`src/rtl/dac_ctrl_pkg.sv`:
```
// shared constants for the converter reset, clock and rate control core
package dac_ctrl_pkg;

  // rate mode codes
  typedef enum logic [1:0] {
    RATE_SINGLE = 2'h0,
    RATE_DUAL   = 2'h1,
    RATE_QUAD   = 2'h2,
    RATE_UNUSED = 2'h3
  } rate_mode_t;

  // oversampling ratios per mode
  localparam logic [7:0] OSR_SINGLE = 8'h80;
  localparam logic [7:0] OSR_DUAL   = 8'h40;
  localparam logic [7:0] OSR_QUAD   = 8'h20;

  // sample rate ceilings in kHz
  localparam int SINGLE_MAX_KHZ = 54;
  localparam int DUAL_MAX_KHZ   = 108;
  localparam int QUAD_MAX_KHZ   = 216;

  // control register 6 layout (rate field, reset bit)
  localparam logic [3:0] CTRL_REG_ADDR = 4'h6;
  localparam int         RATE_LSB      = 0;
  localparam int         RST_BIT       = 7;
  localparam logic [7:0] CTRL_RESET    = 8'h00;

  // software port map of the host controller
  localparam logic [3:0] HOST_CMD_ADDR  = 4'h0;
  localparam logic [3:0] HOST_STAT_ADDR = 4'h1;
  localparam int         CMD_RESET_BIT  = 0;
  localparam int         CMD_PDN_BIT    = 1;
  localparam int         CMD_SW_BIT     = 2;
  localparam int         CMD_RATE_LSB   = 4;
  localparam int         CMD_MULT_LSB   = 8;

  // timing
  localparam int INIT_CYCLES    = 1024;
  localparam int PDN_CYCLES     = 65536;
  localparam int CLK_DET_EDGES  = 4;
  localparam int CLK_PERIOD_NS  = 25;
  localparam int RST_MIN_NS     = 40;
  localparam int RST_MIN_CYCLES = (RST_MIN_NS + CLK_PERIOD_NS - 1) / CLK_PERIOD_NS;

  // clock multiple indices: 128,192,256,384,512,768
  localparam logic [2:0] MULT_128 = 3'h0;
  localparam logic [2:0] MULT_192 = 3'h1;
  localparam logic [2:0] MULT_256 = 3'h2;
  localparam logic [2:0] MULT_384 = 3'h3;
  localparam logic [2:0] MULT_512 = 3'h4;
  localparam logic [2:0] MULT_768 = 3'h5;

endpackage : dac_ctrl_pkg

```
`src/rtl/dac_link_if.sv`:
```
// interface joining the host controller and the converter control core
`timescale 1ns/1ps
interface dac_link_if;
  logic       sys_clk_in;
  logic       rst_pin_n;
  logic       rate_sel_pin_lo;
  logic       rate_sel_pin_hi;
  logic       sw_mode;
  logic       spi_we;
  logic [3:0] spi_addr;
  logic [7:0] spi_wdata;

  modport device (input sys_clk_in, rst_pin_n, rate_sel_pin_lo, rate_sel_pin_hi,
                  sw_mode, spi_we, spi_addr, spi_wdata);
  modport host   (output sys_clk_in, rst_pin_n, rate_sel_pin_lo, rate_sel_pin_hi,
                  sw_mode, spi_we, spi_addr, spi_wdata);
endinterface : dac_link_if

```
`src/rtl/dac_core.sv`:
```
// converter side: rate decode, reset sequencing, init period and power-down
// How it works
// [RULE_01] one of three modes, register or pins
// [RULE_02] code 00 single, 01 dual, 10 quad
// [RULE_03] single: up to 54kHz, 128x oversampling
// [RULE_04] dual: up to 108kHz, 64x oversampling
// [RULE_05] quad: up to 216kHz, 32x oversampling
// [RULE_06] host clock is 128..768 times fs
// [RULE_07] host matches clock multiple to mode
// [RULE_08] after reset, detect clock, then 1024-cycle init
// [RULE_09] accept audio only after init completes
// [RULE_10] software mode: registers default during init
// [RULE_11] outputs muted through reset and init
// [RULE_12] reset pin low at least 40ns, clock running
// [RULE_13] reset pin rising edge starts init
// [RULE_14] software reset bit starts identical init
// [RULE_15] daisy chain only up to 108kHz
// [RULE_16] pin low 65536 cycles enters power-down
// [RULE_17] software reset bit clears after init
// [RULE_18] clock judged active after few edges
//
// Chosen here: the plain strobed port and the register addresses.
`timescale 1ns/1ps
module dac_core #(
  parameter int INIT_LEN = dac_ctrl_pkg::INIT_CYCLES,
  parameter int PDN_LEN  = dac_ctrl_pkg::PDN_CYCLES
) (
  // clock and reset
  input  wire logic clock,
  input  wire logic sys_rst,
  // link to host
  dac_link_if.device link,
  // status to user side
  output logic [1:0] rate_mode,
  output logic [7:0] osr,
  output logic       mute,
  output logic       audio_ready,
  output logic       powered_down,
  output logic       rate_illegal,
  output logic [7:0] ctrl_reg
);

  typedef enum logic [2:0] {ST_RESET, ST_WAIT_CLK, ST_INIT, ST_RUN, ST_PDN} seq_state_t;

  seq_state_t  state;
  logic        clk_q1;
  logic        clk_q2;
  logic        clk_q3;
  logic [2:0]  edge_cnt;
  logic [15:0] init_cnt;
  logic [16:0] low_cnt;
  logic        pin_q;
  logic        pin_rise;
  logic        sw_rst_req;
  logic        clk_edge;
  logic [1:0]  next_mode;

  // sys_clk_in is sampled as a plain level; two stages, then edge compare
  always_ff @(posedge clock) begin
    if (sys_rst) begin
      clk_q1 <= 1'b0;
      clk_q2 <= 1'b0;
      clk_q3 <= 1'b0;
      pin_q  <= 1'b1;
    end else begin
      clk_q1 <= link.sys_clk_in;
      clk_q2 <= clk_q1;
      clk_q3 <= clk_q2;
      pin_q  <= link.rst_pin_n;
    end
  end

  assign clk_edge   = clk_q2 & ~clk_q3;
  assign pin_rise   = link.rst_pin_n & ~pin_q;                           // see [RULE_13]
  assign sw_rst_req = link.sw_mode & link.spi_we
                      & (link.spi_addr == dac_ctrl_pkg::CTRL_REG_ADDR)
                      & link.spi_wdata[dac_ctrl_pkg::RST_BIT];            // see [RULE_14]

  // low-time counter for the reset pin; saturates at the power-down length
  always_ff @(posedge clock) begin
    if (sys_rst || link.rst_pin_n) begin
      low_cnt <= '0;
    end else if (low_cnt < 17'(PDN_LEN)) begin
      low_cnt <= low_cnt + 17'h00001;                                    // see [RULE_16]
    end
  end

  // reset sequencer
  always_ff @(posedge clock) begin
    if (sys_rst) begin
      state    <= ST_RESET;
      edge_cnt <= '0;
      init_cnt <= '0;
    end else begin
      unique case (state)
        ST_RESET: begin
          edge_cnt <= '0;
          if (link.rst_pin_n) begin
            state <= ST_WAIT_CLK;                                        // see [RULE_08]
          end
        end
        ST_WAIT_CLK: begin
          if (!link.rst_pin_n) begin
            state <= ST_RESET;
          end else if (clk_edge) begin
            if (edge_cnt == 3'(dac_ctrl_pkg::CLK_DET_EDGES - 1)) begin
              state    <= ST_INIT;                                       // see [RULE_18]
              init_cnt <= '0;
            end
            edge_cnt <= edge_cnt + 3'h1;
          end
        end
        ST_INIT: begin
          if (!link.rst_pin_n) begin
            state <= ST_RESET;
          end else if (sw_rst_req) begin
            init_cnt <= '0;                                              // see [RULE_14]
          end else if (clk_edge) begin
            // init counts sys_clk_in periods, not core clocks
            if (init_cnt == 16'(INIT_LEN - 1)) begin
              state <= ST_RUN;                                           // see [RULE_08]
            end
            init_cnt <= init_cnt + 16'h0001;
          end
        end
        ST_RUN: begin
          if (!link.rst_pin_n) begin
            state <= ST_RESET;
          end else if (sw_rst_req) begin
            state    <= ST_INIT;                                         // see [RULE_14]
            init_cnt <= '0;
          end
        end
        ST_PDN: begin
          // rising pin leaves power-down through a fresh init
          if (pin_rise) begin
            state    <= ST_INIT;                                         // see [RULE_13]
            init_cnt <= '0;
          end
        end
      endcase
      if (!link.rst_pin_n && low_cnt >= 17'(PDN_LEN - 1)) begin
        state <= ST_PDN;                                                 // see [RULE_16]
      end
    end
  end

  // control register; defaults during reset and init, reset bit self-clears
  always_ff @(posedge clock) begin
    if (sys_rst) begin
      ctrl_reg <= dac_ctrl_pkg::CTRL_RESET;
    end else if (link.sw_mode && link.spi_we
                 && link.spi_addr == dac_ctrl_pkg::CTRL_REG_ADDR) begin
      ctrl_reg <= link.spi_wdata;
    end else if (state != ST_RUN) begin
      ctrl_reg <= dac_ctrl_pkg::CTRL_RESET;                              // see [RULE_10] [RULE_17]
    end
  end

  // mode source: register bits in software mode, pins otherwise
  always_comb begin
    if (link.sw_mode) begin
      next_mode = ctrl_reg[dac_ctrl_pkg::RATE_LSB +: 2];                 // see [RULE_01]
    end else begin
      next_mode = {link.rate_sel_pin_hi, link.rate_sel_pin_lo};         // see [RULE_01]
    end
  end

  // rate decode; unused code falls back to single rate and raises a flag
  always_ff @(posedge clock) begin
    if (sys_rst) begin
      rate_mode    <= dac_ctrl_pkg::RATE_SINGLE;
      osr          <= dac_ctrl_pkg::OSR_SINGLE;
      rate_illegal <= 1'b0;
    end else begin
      rate_illegal <= (next_mode == dac_ctrl_pkg::RATE_UNUSED);          // see [RULE_02]
      unique case (next_mode)
        dac_ctrl_pkg::RATE_DUAL: begin
          rate_mode <= next_mode;
          osr       <= dac_ctrl_pkg::OSR_DUAL;                           // see [RULE_04]
        end
        dac_ctrl_pkg::RATE_QUAD: begin
          rate_mode <= next_mode;
          osr       <= dac_ctrl_pkg::OSR_QUAD;                           // see [RULE_05]
        end
        default: begin
          rate_mode <= dac_ctrl_pkg::RATE_SINGLE;
          osr       <= dac_ctrl_pkg::OSR_SINGLE;                         // see [RULE_03]
        end
      endcase
    end
  end

  // output status flags
  always_ff @(posedge clock) begin
    if (sys_rst) begin
      mute         <= 1'b1;
      audio_ready  <= 1'b0;
      powered_down <= 1'b0;
    end else begin
      mute         <= (state != ST_RUN);                                 // see [RULE_11]
      audio_ready  <= (state == ST_RUN);                                 // see [RULE_09]
      powered_down <= (state == ST_PDN);                                 // see [RULE_16]
    end
  end

endmodule : dac_core

```
`src/flat_wrapper.sv`:
```
// flat-port wrapper written by rule: the top's interface ports become plain ports
module dac_core_flat 
#(
  parameter int INIT_LEN = dac_ctrl_pkg::INIT_CYCLES,
  parameter int PDN_LEN  = dac_ctrl_pkg::PDN_CYCLES
)
  (clock, sys_rst, rate_mode, osr, mute, audio_ready, powered_down, rate_illegal, ctrl_reg, link_sys_clk_in, link_rst_pin_n, link_rate_sel_pin_lo, link_rate_sel_pin_hi, link_sw_mode, link_spi_we, link_spi_addr, link_spi_wdata);
  dac_link_if link_i ();
  input  wire logic clock;
  input  wire logic sys_rst;
  output logic [1:0] rate_mode;
  output logic [7:0] osr;
  output logic mute;
  output logic audio_ready;
  output logic powered_down;
  output logic rate_illegal;
  output logic [7:0] ctrl_reg;
  input wire logic [$bits(link_i.sys_clk_in)-1:0] link_sys_clk_in;
  input wire logic [$bits(link_i.rst_pin_n)-1:0] link_rst_pin_n;
  input wire logic [$bits(link_i.rate_sel_pin_lo)-1:0] link_rate_sel_pin_lo;
  input wire logic [$bits(link_i.rate_sel_pin_hi)-1:0] link_rate_sel_pin_hi;
  input wire logic [$bits(link_i.sw_mode)-1:0] link_sw_mode;
  input wire logic [$bits(link_i.spi_we)-1:0] link_spi_we;
  input wire logic [$bits(link_i.spi_addr)-1:0] link_spi_addr;
  input wire logic [$bits(link_i.spi_wdata)-1:0] link_spi_wdata;
  assign link_i.sys_clk_in = link_sys_clk_in;
  assign link_i.rst_pin_n = link_rst_pin_n;
  assign link_i.rate_sel_pin_lo = link_rate_sel_pin_lo;
  assign link_i.rate_sel_pin_hi = link_rate_sel_pin_hi;
  assign link_i.sw_mode = link_sw_mode;
  assign link_i.spi_we = link_spi_we;
  assign link_i.spi_addr = link_spi_addr;
  assign link_i.spi_wdata = link_spi_wdata;
  dac_core #(.INIT_LEN(INIT_LEN), .PDN_LEN(PDN_LEN)) u_core (.clock(clock), .sys_rst(sys_rst), .link(link_i), .rate_mode(rate_mode), .osr(osr), .mute(mute), .audio_ready(audio_ready), .powered_down(powered_down), .rate_illegal(rate_illegal), .ctrl_reg(ctrl_reg));
endmodule
```
`config.mk`:
```
export PLATFORM = sky130hd
export DESIGN_NAME = dac_core_flat
export DESIGN_NICKNAME = d
export VERILOG_FILES = /design/src/rtl/dac_ctrl_pkg.sv /design/src/rtl/dac_link_if.sv /design/src/rtl/dac_core.sv /design/src/flat_wrapper.sv
export SDC_FILE = /design/constraint.sdc
export NUM_CORES = 1
export LEC_CHECK = 0
export CAP_MARGIN = 20
export CORE_MARGIN = 2
export CORE_UTILIZATION = 53
export CTS_BUF_LIST = sky130_fd_sc_hd__clkbuf_16
export CTS_CLUSTER_DIAMETER = 200
export DETAILED_ROUTE_END_ITERATION = 8
export DONT_BUFFER_PORTS = 1
export GPL_TIMING_DRIVEN = 1
export HOLD_SLACK_MARGIN = 0.06
export PLACE_DENSITY = 0.73
export SLEW_MARGIN = 5
export SYNTH_ARGS = -nofsm -noshare
export SYNTH_HDL_FRONTEND = slang
export SYNTH_SLANG_ARGS = --single-unit
```
`constraint.sdc`:
```
create_clock -name clock -period 2.4 [get_ports clock]
set_input_delay 0.48 -clock clock [delete_from_list [all_inputs] [get_ports clock]]
set_output_delay 0.48 -clock clock [all_outputs]
set_load 0.02 [all_outputs]
```
==> out/qor.csv, run 1 <==
stage,metric,value,unit
floorplan,initial_utilization,54.7,%
cts,clockBufferDepth,2,
yosys,postSynth.asyncResetShare,0,%
routing,wl,5.39,mm
critical_path,crit_path_start_kind,register,
yosys,synth_cell_types,46,
cts,cts.sinks,60,
yosys,synth_area_leaders,"dfxtp_1, nor2_1, nand2_1, ha_1, a21oi_1",
yosys,synth_most_common_cell,dfxtp_1,
yosys,yosysTopAreaCell,dfxtp_1,
routing,wl_per_cell,13.6,um
floorplan,rows,26,
timing,final-setup-viol-count,0,
cts,cts.repair.resized,0,
cts,tritoncts,done,
timing,fmax,526,MHz
finish,post-route-util,62.0,%
routing,vias,2248,
critical_path,slowest_stage,dfxtp_1,
global_route,antenna_found_initial,0,
yosys,yosys-top-cells-count,"dfxtp_1, nor2_1, nand2_1, a21oi_1, nand3_1",
cts,ctsHoldBuffers,0,
global_route,track_usage,20.4,%
yosys,synth_area,2790,um^2
yosys,syn_area_per_cell,8.70,um^2
finish,nFillCells,442,
timing,clock-skew-final,0.00518,ns
finish,final_nets,350,
critical_path,crit_required,2.63,ns
yosys,synth_seq_cells,60,
floorplan,dieHeight,76.6,um
global_route,overflow,0,
global_route,grt_pass1_vias,2084,
routing,vias_per_cell,5.66,
place,place_hpwl,3.54,mm
pwr,power.total,2.53,mW
finish,syn2layout_area_growth,13.5,%
routing,drt_iter0_drc,124,
critical_path,crit_path_cell_trace,ha_1 -> ha_1 -> nor4bb_1 -> a31o_2 -> o211ai_2 -> a21oi_2 -> buf_4 -> a311oi_1,
pwr,ir_drop,0.456,mV
yosys,ys.flop_type,dfxtp_1,
critical_path,critPathMostFrequentCell,ha_1,
yosys,synth_top_area_share,43.0,%
finish,drive_gt1_share,8.87,%
yosys,yosys_warnings,0,
critical_path,path_max_fanout,13,
floorplan,die_width,76.6,um
place,port_buffers,0,
cts,cts_max_level,3,
critical_path,slowest_delay,0.32,ns
timing,tns,0,ns
timing,worst_pin_slew,0.605,ns
flow_run,cap_violations,0,
floorplan,core-area,5110,um^2
hold_path,worstHoldPathType,in2reg,
timing,fin_crit_sh,79.2,%
pwr,power_density,799,nW/um^2
cts,cts_buffers,9,
timing,min_period,1.90,ns
global_route,grt_pass1_wl,9.47,mm
finish,layout.cells.non_filler,397,
critical_path,crit_type,reg2reg,
critical_path,worstSetupEndpointType,register,
yosys,synth.yosys.seq_area_share,43.0,%
timing,rsz0062_at_grt,no,
routing,post-route-drc-count,0,
floorplan,io_pins,42,
outcome,outcome,completed,
cts,cts-root-buf,clkbuf_16,
place,gp_congestion,0.863,
timing,hold_viol_final,0,
timing,slew_violations,0,
yosys,synth_cells,321,
critical_path,arrival,2.13,ns
cts,clk_latency,0.33,ns
timing,slew_headroom,59.4,%
cts,clk_pin_slew_worst_paths,0.05,ns
routing,dr.pass1.iters,4,
global_route,grt_max_degree,44,
place,dp.cells,381,
cts,post_cts_buffers,0,
routing,ant_nets,0,
finish,num_antenna_cells,0,
pwr,static-leakage-power,1.13,nW
floorplan,die_area,5860,um^2
finish,largest_reg_flops,17,
yosys,synth_edf_count,0,
cells by family after synthesis:
family	count (synthesis)	share of synthesized area, %
muxes	6	2.15
adders and majority gates	8	3.59
buffers and inverters	27	4.80
xor gates and xnor gates	13	4.08
and+or+nand+nor	145	28.0
AOI/OAI and AO/OA	61	14.3
other	1	0.134
DFF	60	43.0
layer usage:
metal	share of wire, %	vias up	track usage, %
met5	0	-	0
met4	2.6	0	12.0
met3	5.0	11	6.75
met2	46	51	32.0
met1	47	1044	24.3
li1	-	1142	-
worst paths after layout:
kind / from / end / slack, ns / cells after the start
max: u_core.edge_cnt[0] / u_core.init_cnt[4] / 0.50 / 8
min reg2reg: u_core.clk_q1 / u_core.clk_q2 / 0.45 / 1
min: sys_rst / u_core.powered_down / 0.22 / 1
max reg2reg: u_core.edge_cnt[0] / u_core.init_cnt[4] / 0.50 / 8
cell type report:
type | count | area (um^2) | share of cell area (%)
Sequential cell | 60 | 1200 | 37.9
Inverter | 8 | 30.0 | 0.948
Tap cell | 70 | 87.6 | 2.76
Multi-Input combinational cell | 238 | 1470 | 46.4
Clock inverter | 7 | 115 | 3.63
Timing Repair Buffer | 5 | 37.5 | 1.18
Clock buffer | 9 | 225 | 7.11
stage by stage:
stage / setup WS, ns / hold slack [ns] / instance area (um^2)
floorplan: 0.644 / 0.414 / 2810
global placement: 0.564 / 0.440 / 2830
detailed placement: 0.503 / 0.445 / 2830
CTS: 0.480 / 0.201 / 3170
global route: 0.307 / 0.202 / 3170
finish: 0.499 / 0.216 / 3170
worst max-delay path: cells and delay by family (launching register included):
kind	cells	cell delay [ns]
DFF	1	0.32
adders and majority gates	2	0.39
and+or+nand+nor	1	0.14
buffers and inverters	1	0.19
AOI/OAI and AO/OA	4	0.75
layout by cell type (no fill, tap or decap), drive strengths merged, types with 2 or more instances in the layout:
cell | Yosys | routed
inv | 8 | 8
clkbuf | 8 | 9
clkinv | 0 | 2
nand2b | 8 | 8
or2 | 2 | 2
nor3 | 9 | 9
conb | 1 | 5
and3 | 6 | 6
mux2i | 6 | 6
o21a | 2 | 2
and4 | 2 | 2
and2 | 3 | 3
xor2 | 7 | 7
or3 | 3 | 3
o21ai | 13 | 13
a31oi | 7 | 7
nand2 | 28 | 28
ha | 8 | 8
a41oi | 4 | 4
nor2 | 30 | 30
nand4 | 7 | 7
dfxtp | 60 | 60
xnor2 | 6 | 6
a21oi | 19 | 19
a211oi | 4 | 4
and3b | 2 | 2
bufinv | 0 | 3
nor4 | 3 | 3
a311oi | 8 | 8
nor3b | 2 | 2
nand4b | 3 | 3
nor2b | 11 | 11
and4b | 3 | 3
nand3 | 18 | 18
buf | 11 | 5
clkinvlp | 0 | 2
power by group:
part           total (mW)  switching [mW]  internal, mW
combinational      0.0506          0.0312        0.0194
clock                1.46           0.452          1.01
sequential           1.02          0.0128          1.01
total                2.53           0.496          2.04
No activity file was read; power rests on OpenSTA's default activity.
==> run 2, diff against run 1 <==
clock period = 1.98 ns   (was 2.4 ns; I/O delays follow)
==> run 2 against run 1 <==
  * Setup slack worse by 0.40 ns
  * Sequential cell count unchanged
  * Worst hold slack worse by 0.084 ns
  * Highest routed layer unchanged
==> out/qor.csv, run 2 (synthesis results as in run 1) <==
stage,metric,value,unit
routing,dr.pass1.iters,4,
timing,final-setup-viol-count,0,
cts,clk_pin_slew_worst_paths,0.05,ns
routing,post-route-drc-count,0,
cts,cts_buffers,9,
hold_path,hold_end,u_core.ctrl_reg[3],
outcome,outcome,completed,
hold_path,holdPathStages,1,
place,place_hpwl,3.79,mm
floorplan,initial_utilization,54.7,%
place,placed_area,2870,um^2
critical_path,arrival,2.12,ns
floorplan,core-area,5110,um^2
floorplan,dieHeight,76.6,um
global_route,grt_max_degree,44,
floorplan,io_pins,42,
floorplan,die_area,5860,um^2
global_route,grt_pass1_vias,2127,
critical_path,r2r-start,u_core.edge_cnt[0],
critical_path,timing.rr.end,u_core.init_cnt[5],
timing,clock-skew-final,0.00742,ns
finish,final_cell_area,3150,um^2
finish,num_antenna_cells,0,
critical_path,path_max_fanout,13,
place,port_buffers,0,
timing,hold_viol_final,0,
timing,fin_crit_sh,95.1,%
floorplan,die_width,76.6,um
timing,fmax,531,MHz
finish,drive_gt1_share,10.9,%
global_route,overflow,0,
timing,min_period,1.88,ns
finish,final_nets,355,
pwr,power_density,842,nW/um^2
pwr,ir_drop,0.557,mV
routing,vias_per_cell,5.70,
floorplan,rows,26,
critical_path,crit_required,2.22,ns
critical_path,worstSetupEndpointType,register,
global_route,antenna_found_initial,0,
cts,cts.sinks,60,
cts,clockBufferDepth,2,
finish,syn2layout_area_growth,12.9,%
cts,tritoncts,done,
finish,final_common_cell,dfxtp_1,
timing,tns,0,ns
finish,nFillCells,480,
cts,cts_max_level,3,
routing,wl,5.53,mm
flow_run,cap_violations,0,
finish,layout.cells.non_filler,401,
routing,drt_iter0_drc,166,
critical_path,crit_path_start_kind,register,
cts,ctsHoldBuffers,0,
routing,wl_per_cell,13.8,um
timing,holdWs,0.132,ns
place,dp.cells,386,
cts,post_cts_buffers,0,
finish,largest_reg_flops,17,
cts,clk_latency,0.33,ns
hold_path,worstHoldPathType,in2reg,
cts,cts-root-buf,clkbuf_16,
timing,slew_violations,0,
global_route,grt_pass1_wl,9.16,mm
pwr,static-leakage-power,1.12,nW
place,gp_congestion,0.781,
hold_path,min_from,sys_rst,
finish,final_cell_mix,"dfxtp_1, nor2_1, nand2_1",
routing,vias,2287,
timing,rsz0062_at_grt,no,
critical_path,crit_type,reg2reg,
routing,ant_nets,0,
critical_path,reg2reg_depth,8,
critical_path,r2r_slack,0.1,ns
global_route,track_usage,19.8,%
-- run 2: cell count changes in the layout (fill, tap and decap cells not counted), moves of 2 or more --
cell / before / now
bufinv_16: 3 / 0
a311oi_2: 0 / 2
a311oi_1: 8 / 6
buf_4: 5 / 10
-- run 2: repair_timing --
item,4_1_cts,5_1_grt
setup endpoints to repair,0,3
gates resized for setup,0,5
hold endpoints to repair,0,0
-- run 2: critical path: stages, from the launching register on --
cell,delay (ns)
dfxtp_1,0.32
ha_1,0.20
ha_1,0.19
nor4bb_1,0.14
a31o_2,0.24
o211ai_4,0.20
a21oi_2,0.04
buf_4,0.19
a311oi_1,0.27
-- run 2: worst max-delay path by stage --
stage | startpoint | to | slack [ns] | depth (start not counted)
2_1_floorplan | u_core.low_cnt[3] | u_core.state[2] | 0.22 | 8
3_3_place_gp | u_core.edge_cnt[0] | u_core.init_cnt[13] | 0.16 | 8
3_5_place_dp | u_core.edge_cnt[0] | u_core.init_cnt[8] | 0.1 | 8
4_1_cts | u_core.edge_cnt[0] | u_core.init_cnt[8] | 0.08 | 8
5_1_grt | u_core.edge_cnt[0] | u_core.init_cnt[1] | 0.006 | 8
6_report | u_core.edge_cnt[0] | u_core.init_cnt[5] | 0.1 | 8
-- run 2: where the power goes --
part	switching [mW]	internal [mW]
sequential	0.0157	1.22
combinational	0.0402	0.0265
clock	0.525	0.824
-- run 2: cell type report --
type	count	area (um^2)	share of cell area (%)
well taps	70	87.6	2.78
multi-input cells	238	1500	47.5
clock buffers	9	225	7.15
clock inverters	6	33.8	1.07
repair buffers	10	75.1	2.38
inverters	8	30.0	0.953
flip-flops and latches	60	1200	38.1
-- run 2: through the flow --
stage | total power [mW] | worst slack (ns) | utilization [%]
6_report | 2.65 | 0.0966 | 61.7
5_1_grt | 2.75 | 0.00594 | 61.7
4_1_cts | 2.68 | 0.0760 | 61.2
3_5_place_dp | 1.33 | 0.0970 | 56.1
3_3_place_gp | 1.33 | 0.161 | 56.1
2_1_floorplan | 1.33 | 0.224 | -
-- run 2: per-layer routing --
metal  vias to the layer above  share of wire [%]  GRT usage [%]
li1                       1154                  -              -
met1                      1061                 43           21.4
met4                         0                2.8           13.3
met2                        60                 48           32.9
met5                         -                  0              0
met3                        12                5.7           6.28
==> run 3, diff against run 2 <==
GPL_TIMING_DRIVEN = 0   (was 1)
REMOVE_ABC_BUFFERS = 1   (was not set)
SLEW_MARGIN = 0   (was 5)
==> run 3 against run 2 <==
  * Combinational power increased by 12%
  * Sequential power barely moved
  * Register-to-register slack worse by 0.03 ns
  * Count of clock-buffer cells in the layout unchanged
  * Final area rose by 4.6%
  * First-iteration DRC count fell by 17%
  * Sequential share of layout area decreased by 1.6 points
  * Largest power group unchanged
==> out/qor.csv, run 3 (synthesis results as in run 1) <==
stage,metric,value,unit
global_route,grt_use_met1,23.4,%
critical_path,timing.rr.end,u_core.init_cnt[8],
floorplan,initial_utilization,54.7,%
routing,wl,5.88,mm
hold_path,min_from,sys_rst,
pwr,power_density,870,nW/um^2
timing,hold_viol_final,0,
cts,cts_max_level,3,
hold_path,holdPathStages,1,
timing,worst_pin_slew,0.597,ns
hold_path,hold_end,u_core.edge_cnt[0],
timing,holdWs,0.127,ns
place,port_buffers,0,
place,dp.cells,376,
finish,largest_reg_flops,17,
cts,clockBufferDepth,2,
critical_path,worstSetupEndpointType,register,
finish,multiInputGateArea,1590,um^2
finish,regArea,1200,um^2
global_route,grt_pass1_wl,9.17,mm
finish,layout.cells.non_filler,399,
critical_path,crit_path_cell_trace,ha_2 -> ha_4 -> nor4bb_1 -> a31o_2 -> o211ai_4 -> a21oi_4 -> buf_12 -> a311oi_2,
routing,ant_nets,0,
global_route,track_usage,19.5,%
critical_path,crit_path_start_kind,register,
finish,drive_gt1_share,14.6,%
finish,final_nets,352,
global_route,grtUsageMet2,32.1,%
cts,cts-root-buf,clkbuf_16,
timing,final-setup-viol-count,0,
place,place_hpwl,3.50,mm
floorplan,die_width,76.6,um
floorplan,die_area,5860,um^2
routing,vias,2300,
pwr,ir_drop,0.503,mV
floorplan,rows,26,
global_route,grt_pass1_vias,2018,
cts,cts.sinks,60,
critical_path,r2r_slack,0.07,ns
critical_path,critPathTopFamily,compound AO/OA/AOI/OAI gates,
cts,ctsHoldBuffers,0,
critical_path,crit_buf_inv,1,
critical_path,crit_required,2.21,ns
timing,fin_crit_sh,96.7,%
cts,clk_latency,0.33,ns
critical_path,slowest_delay,0.32,ns
finish,num_antenna_cells,0,
finish,syn2layout_area_growth,18.1,%
critical_path,slowest_stage,dfxtp_2,
floorplan,io_pins,42,
pwr,static-leakage-power,1.14,nW
timing,rsz0062_at_grt,yes,
routing,wl_per_cell,14.7,um
flow_run,cap_violations,0,
routing,dr.pass1.iters,4,
critical_path,r2r-start,u_core.edge_cnt[0],
critical_path,path_max_fanout,7,
place,gp_congestion,0.774,
finish,final_common_cell,dfxtp_1,
cts,clk_pin_slew_worst_paths,0.06,ns
hold_path,worstHoldPathType,in2reg,
cts,cts_buffers,9,
outcome,outcome,completed,
cts,tritoncts,done,
routing,drt_iter0_drc,138,
critical_path,arrival,2.15,ns
global_route,top_usage_layer,met2,
finish,nFillCells,410,
critical_path,crit_type,reg2reg,
global_route,grt_max_degree,44,
floorplan,core-area,5110,um^2
timing,slew_headroom,60.0,%
routing,post-route-drc-count,0,
global_route,antenna_found_initial,0,
global_route,overflow,0,
floorplan,dieHeight,76.6,um
timing,fmax,522,MHz
finish,final_cell_mix,"dfxtp_1, nor2_1, nand2_1",
global_route,use_met3,5.21,%
timing,clock-skew-final,0.00613,ns
timing,min_period,1.91,ns
critical_path,reg2reg_depth,8,
timing,slew_violations,0,
routing,vias_per_cell,5.76,
-- run 3: cell types whose count changed in the layout (fill, tap and decap cells not counted), sizes merged --
cell	before	now
buf	10	6
clkbuf	9	10
bufinv	0	1
-- run 3: cell type report --
| class | count | area share, % |
|---|---|---|
| clock buffers | 9 | 6.83 |
| clock inverters | 7 | 2.32 |
| inverters | 8 | 0.911 |
| multi-input cells | 238 | 48.3 |
| flip-flops and latches | 60 | 36.5 |
| well taps | 70 | 2.66 |
| repair buffers | 7 | 2.51 |
-- run 3: repair_timing --
item                                    4_1_cts  5_1_grt
pin swaps                                     1        3
resized for setup                             5       19
buffers inserted                              3        3
gates cloned                                  0        1
endpoints found under the setup margin       17       12
-- run 3: how the worst max path moves through the flow --
stage	cells after the start	start	slack, ns	to
finish	8	u_core.edge_cnt[0]	0.07	u_core.init_cnt[8]
global route	8	u_core.edge_cnt[1]	-0.04	u_core.init_cnt[1]
CTS	8	u_core.edge_cnt[0]	0.01	u_core.init_cnt[11]
detailed placement	5	u_core.state[1]	-0.20	u_core.init_cnt[8]
global placement	5	u_core.state[1]	-0.16	u_core.init_cnt[3]
floorplan	5	u_core.state[1]	0.22	u_core.init_cnt[11]
-- run 3: through the flow --
stage,setup slack (ns),power (mW),cell area [um^2],utilization [%],TNS [ns]
floorplan,0.220,1.31,2700,-,0
global placement,-0.160,1.32,2790,54.6,-1.74
detailed placement,-0.202,1.32,2790,54.6,-2.21
CTS,0.0105,2.87,3160,61.8,0
global route,-0.0419,2.94,3300,64.5,-0.0697
finish,0.0650,2.87,3300,64.5,0
-- run 3: layer usage --
| metal | wire length [um] | part of all wire (%) |
|---|---|---|
| met5 | 0 | 0 |
| met4 | 110 | 1.9 |
| met3 | 324 | 5.5 |
| met2 | 2840 | 48 |
| met1 | 2600 | 44 |
-- run 3: worst reg2reg max path, delay by kind of cell, from the launching register on --
family	cells	cell delay (ns)
AO/OA/AOI/OAI	4	0.85
adder cells (fa/ha/maj)	2	0.35
flip-flops	1	0.32
buffers and inverters	1	0.16
AND/OR/NAND/NOR	1	0.13
-- run 3: power by group --
part	internal, mW	total, mW	switching (mW)
combinational	0.0310	0.0749	0.0439
clock	0.978	1.56	0.579
sequential	1.22	1.24	0.0154
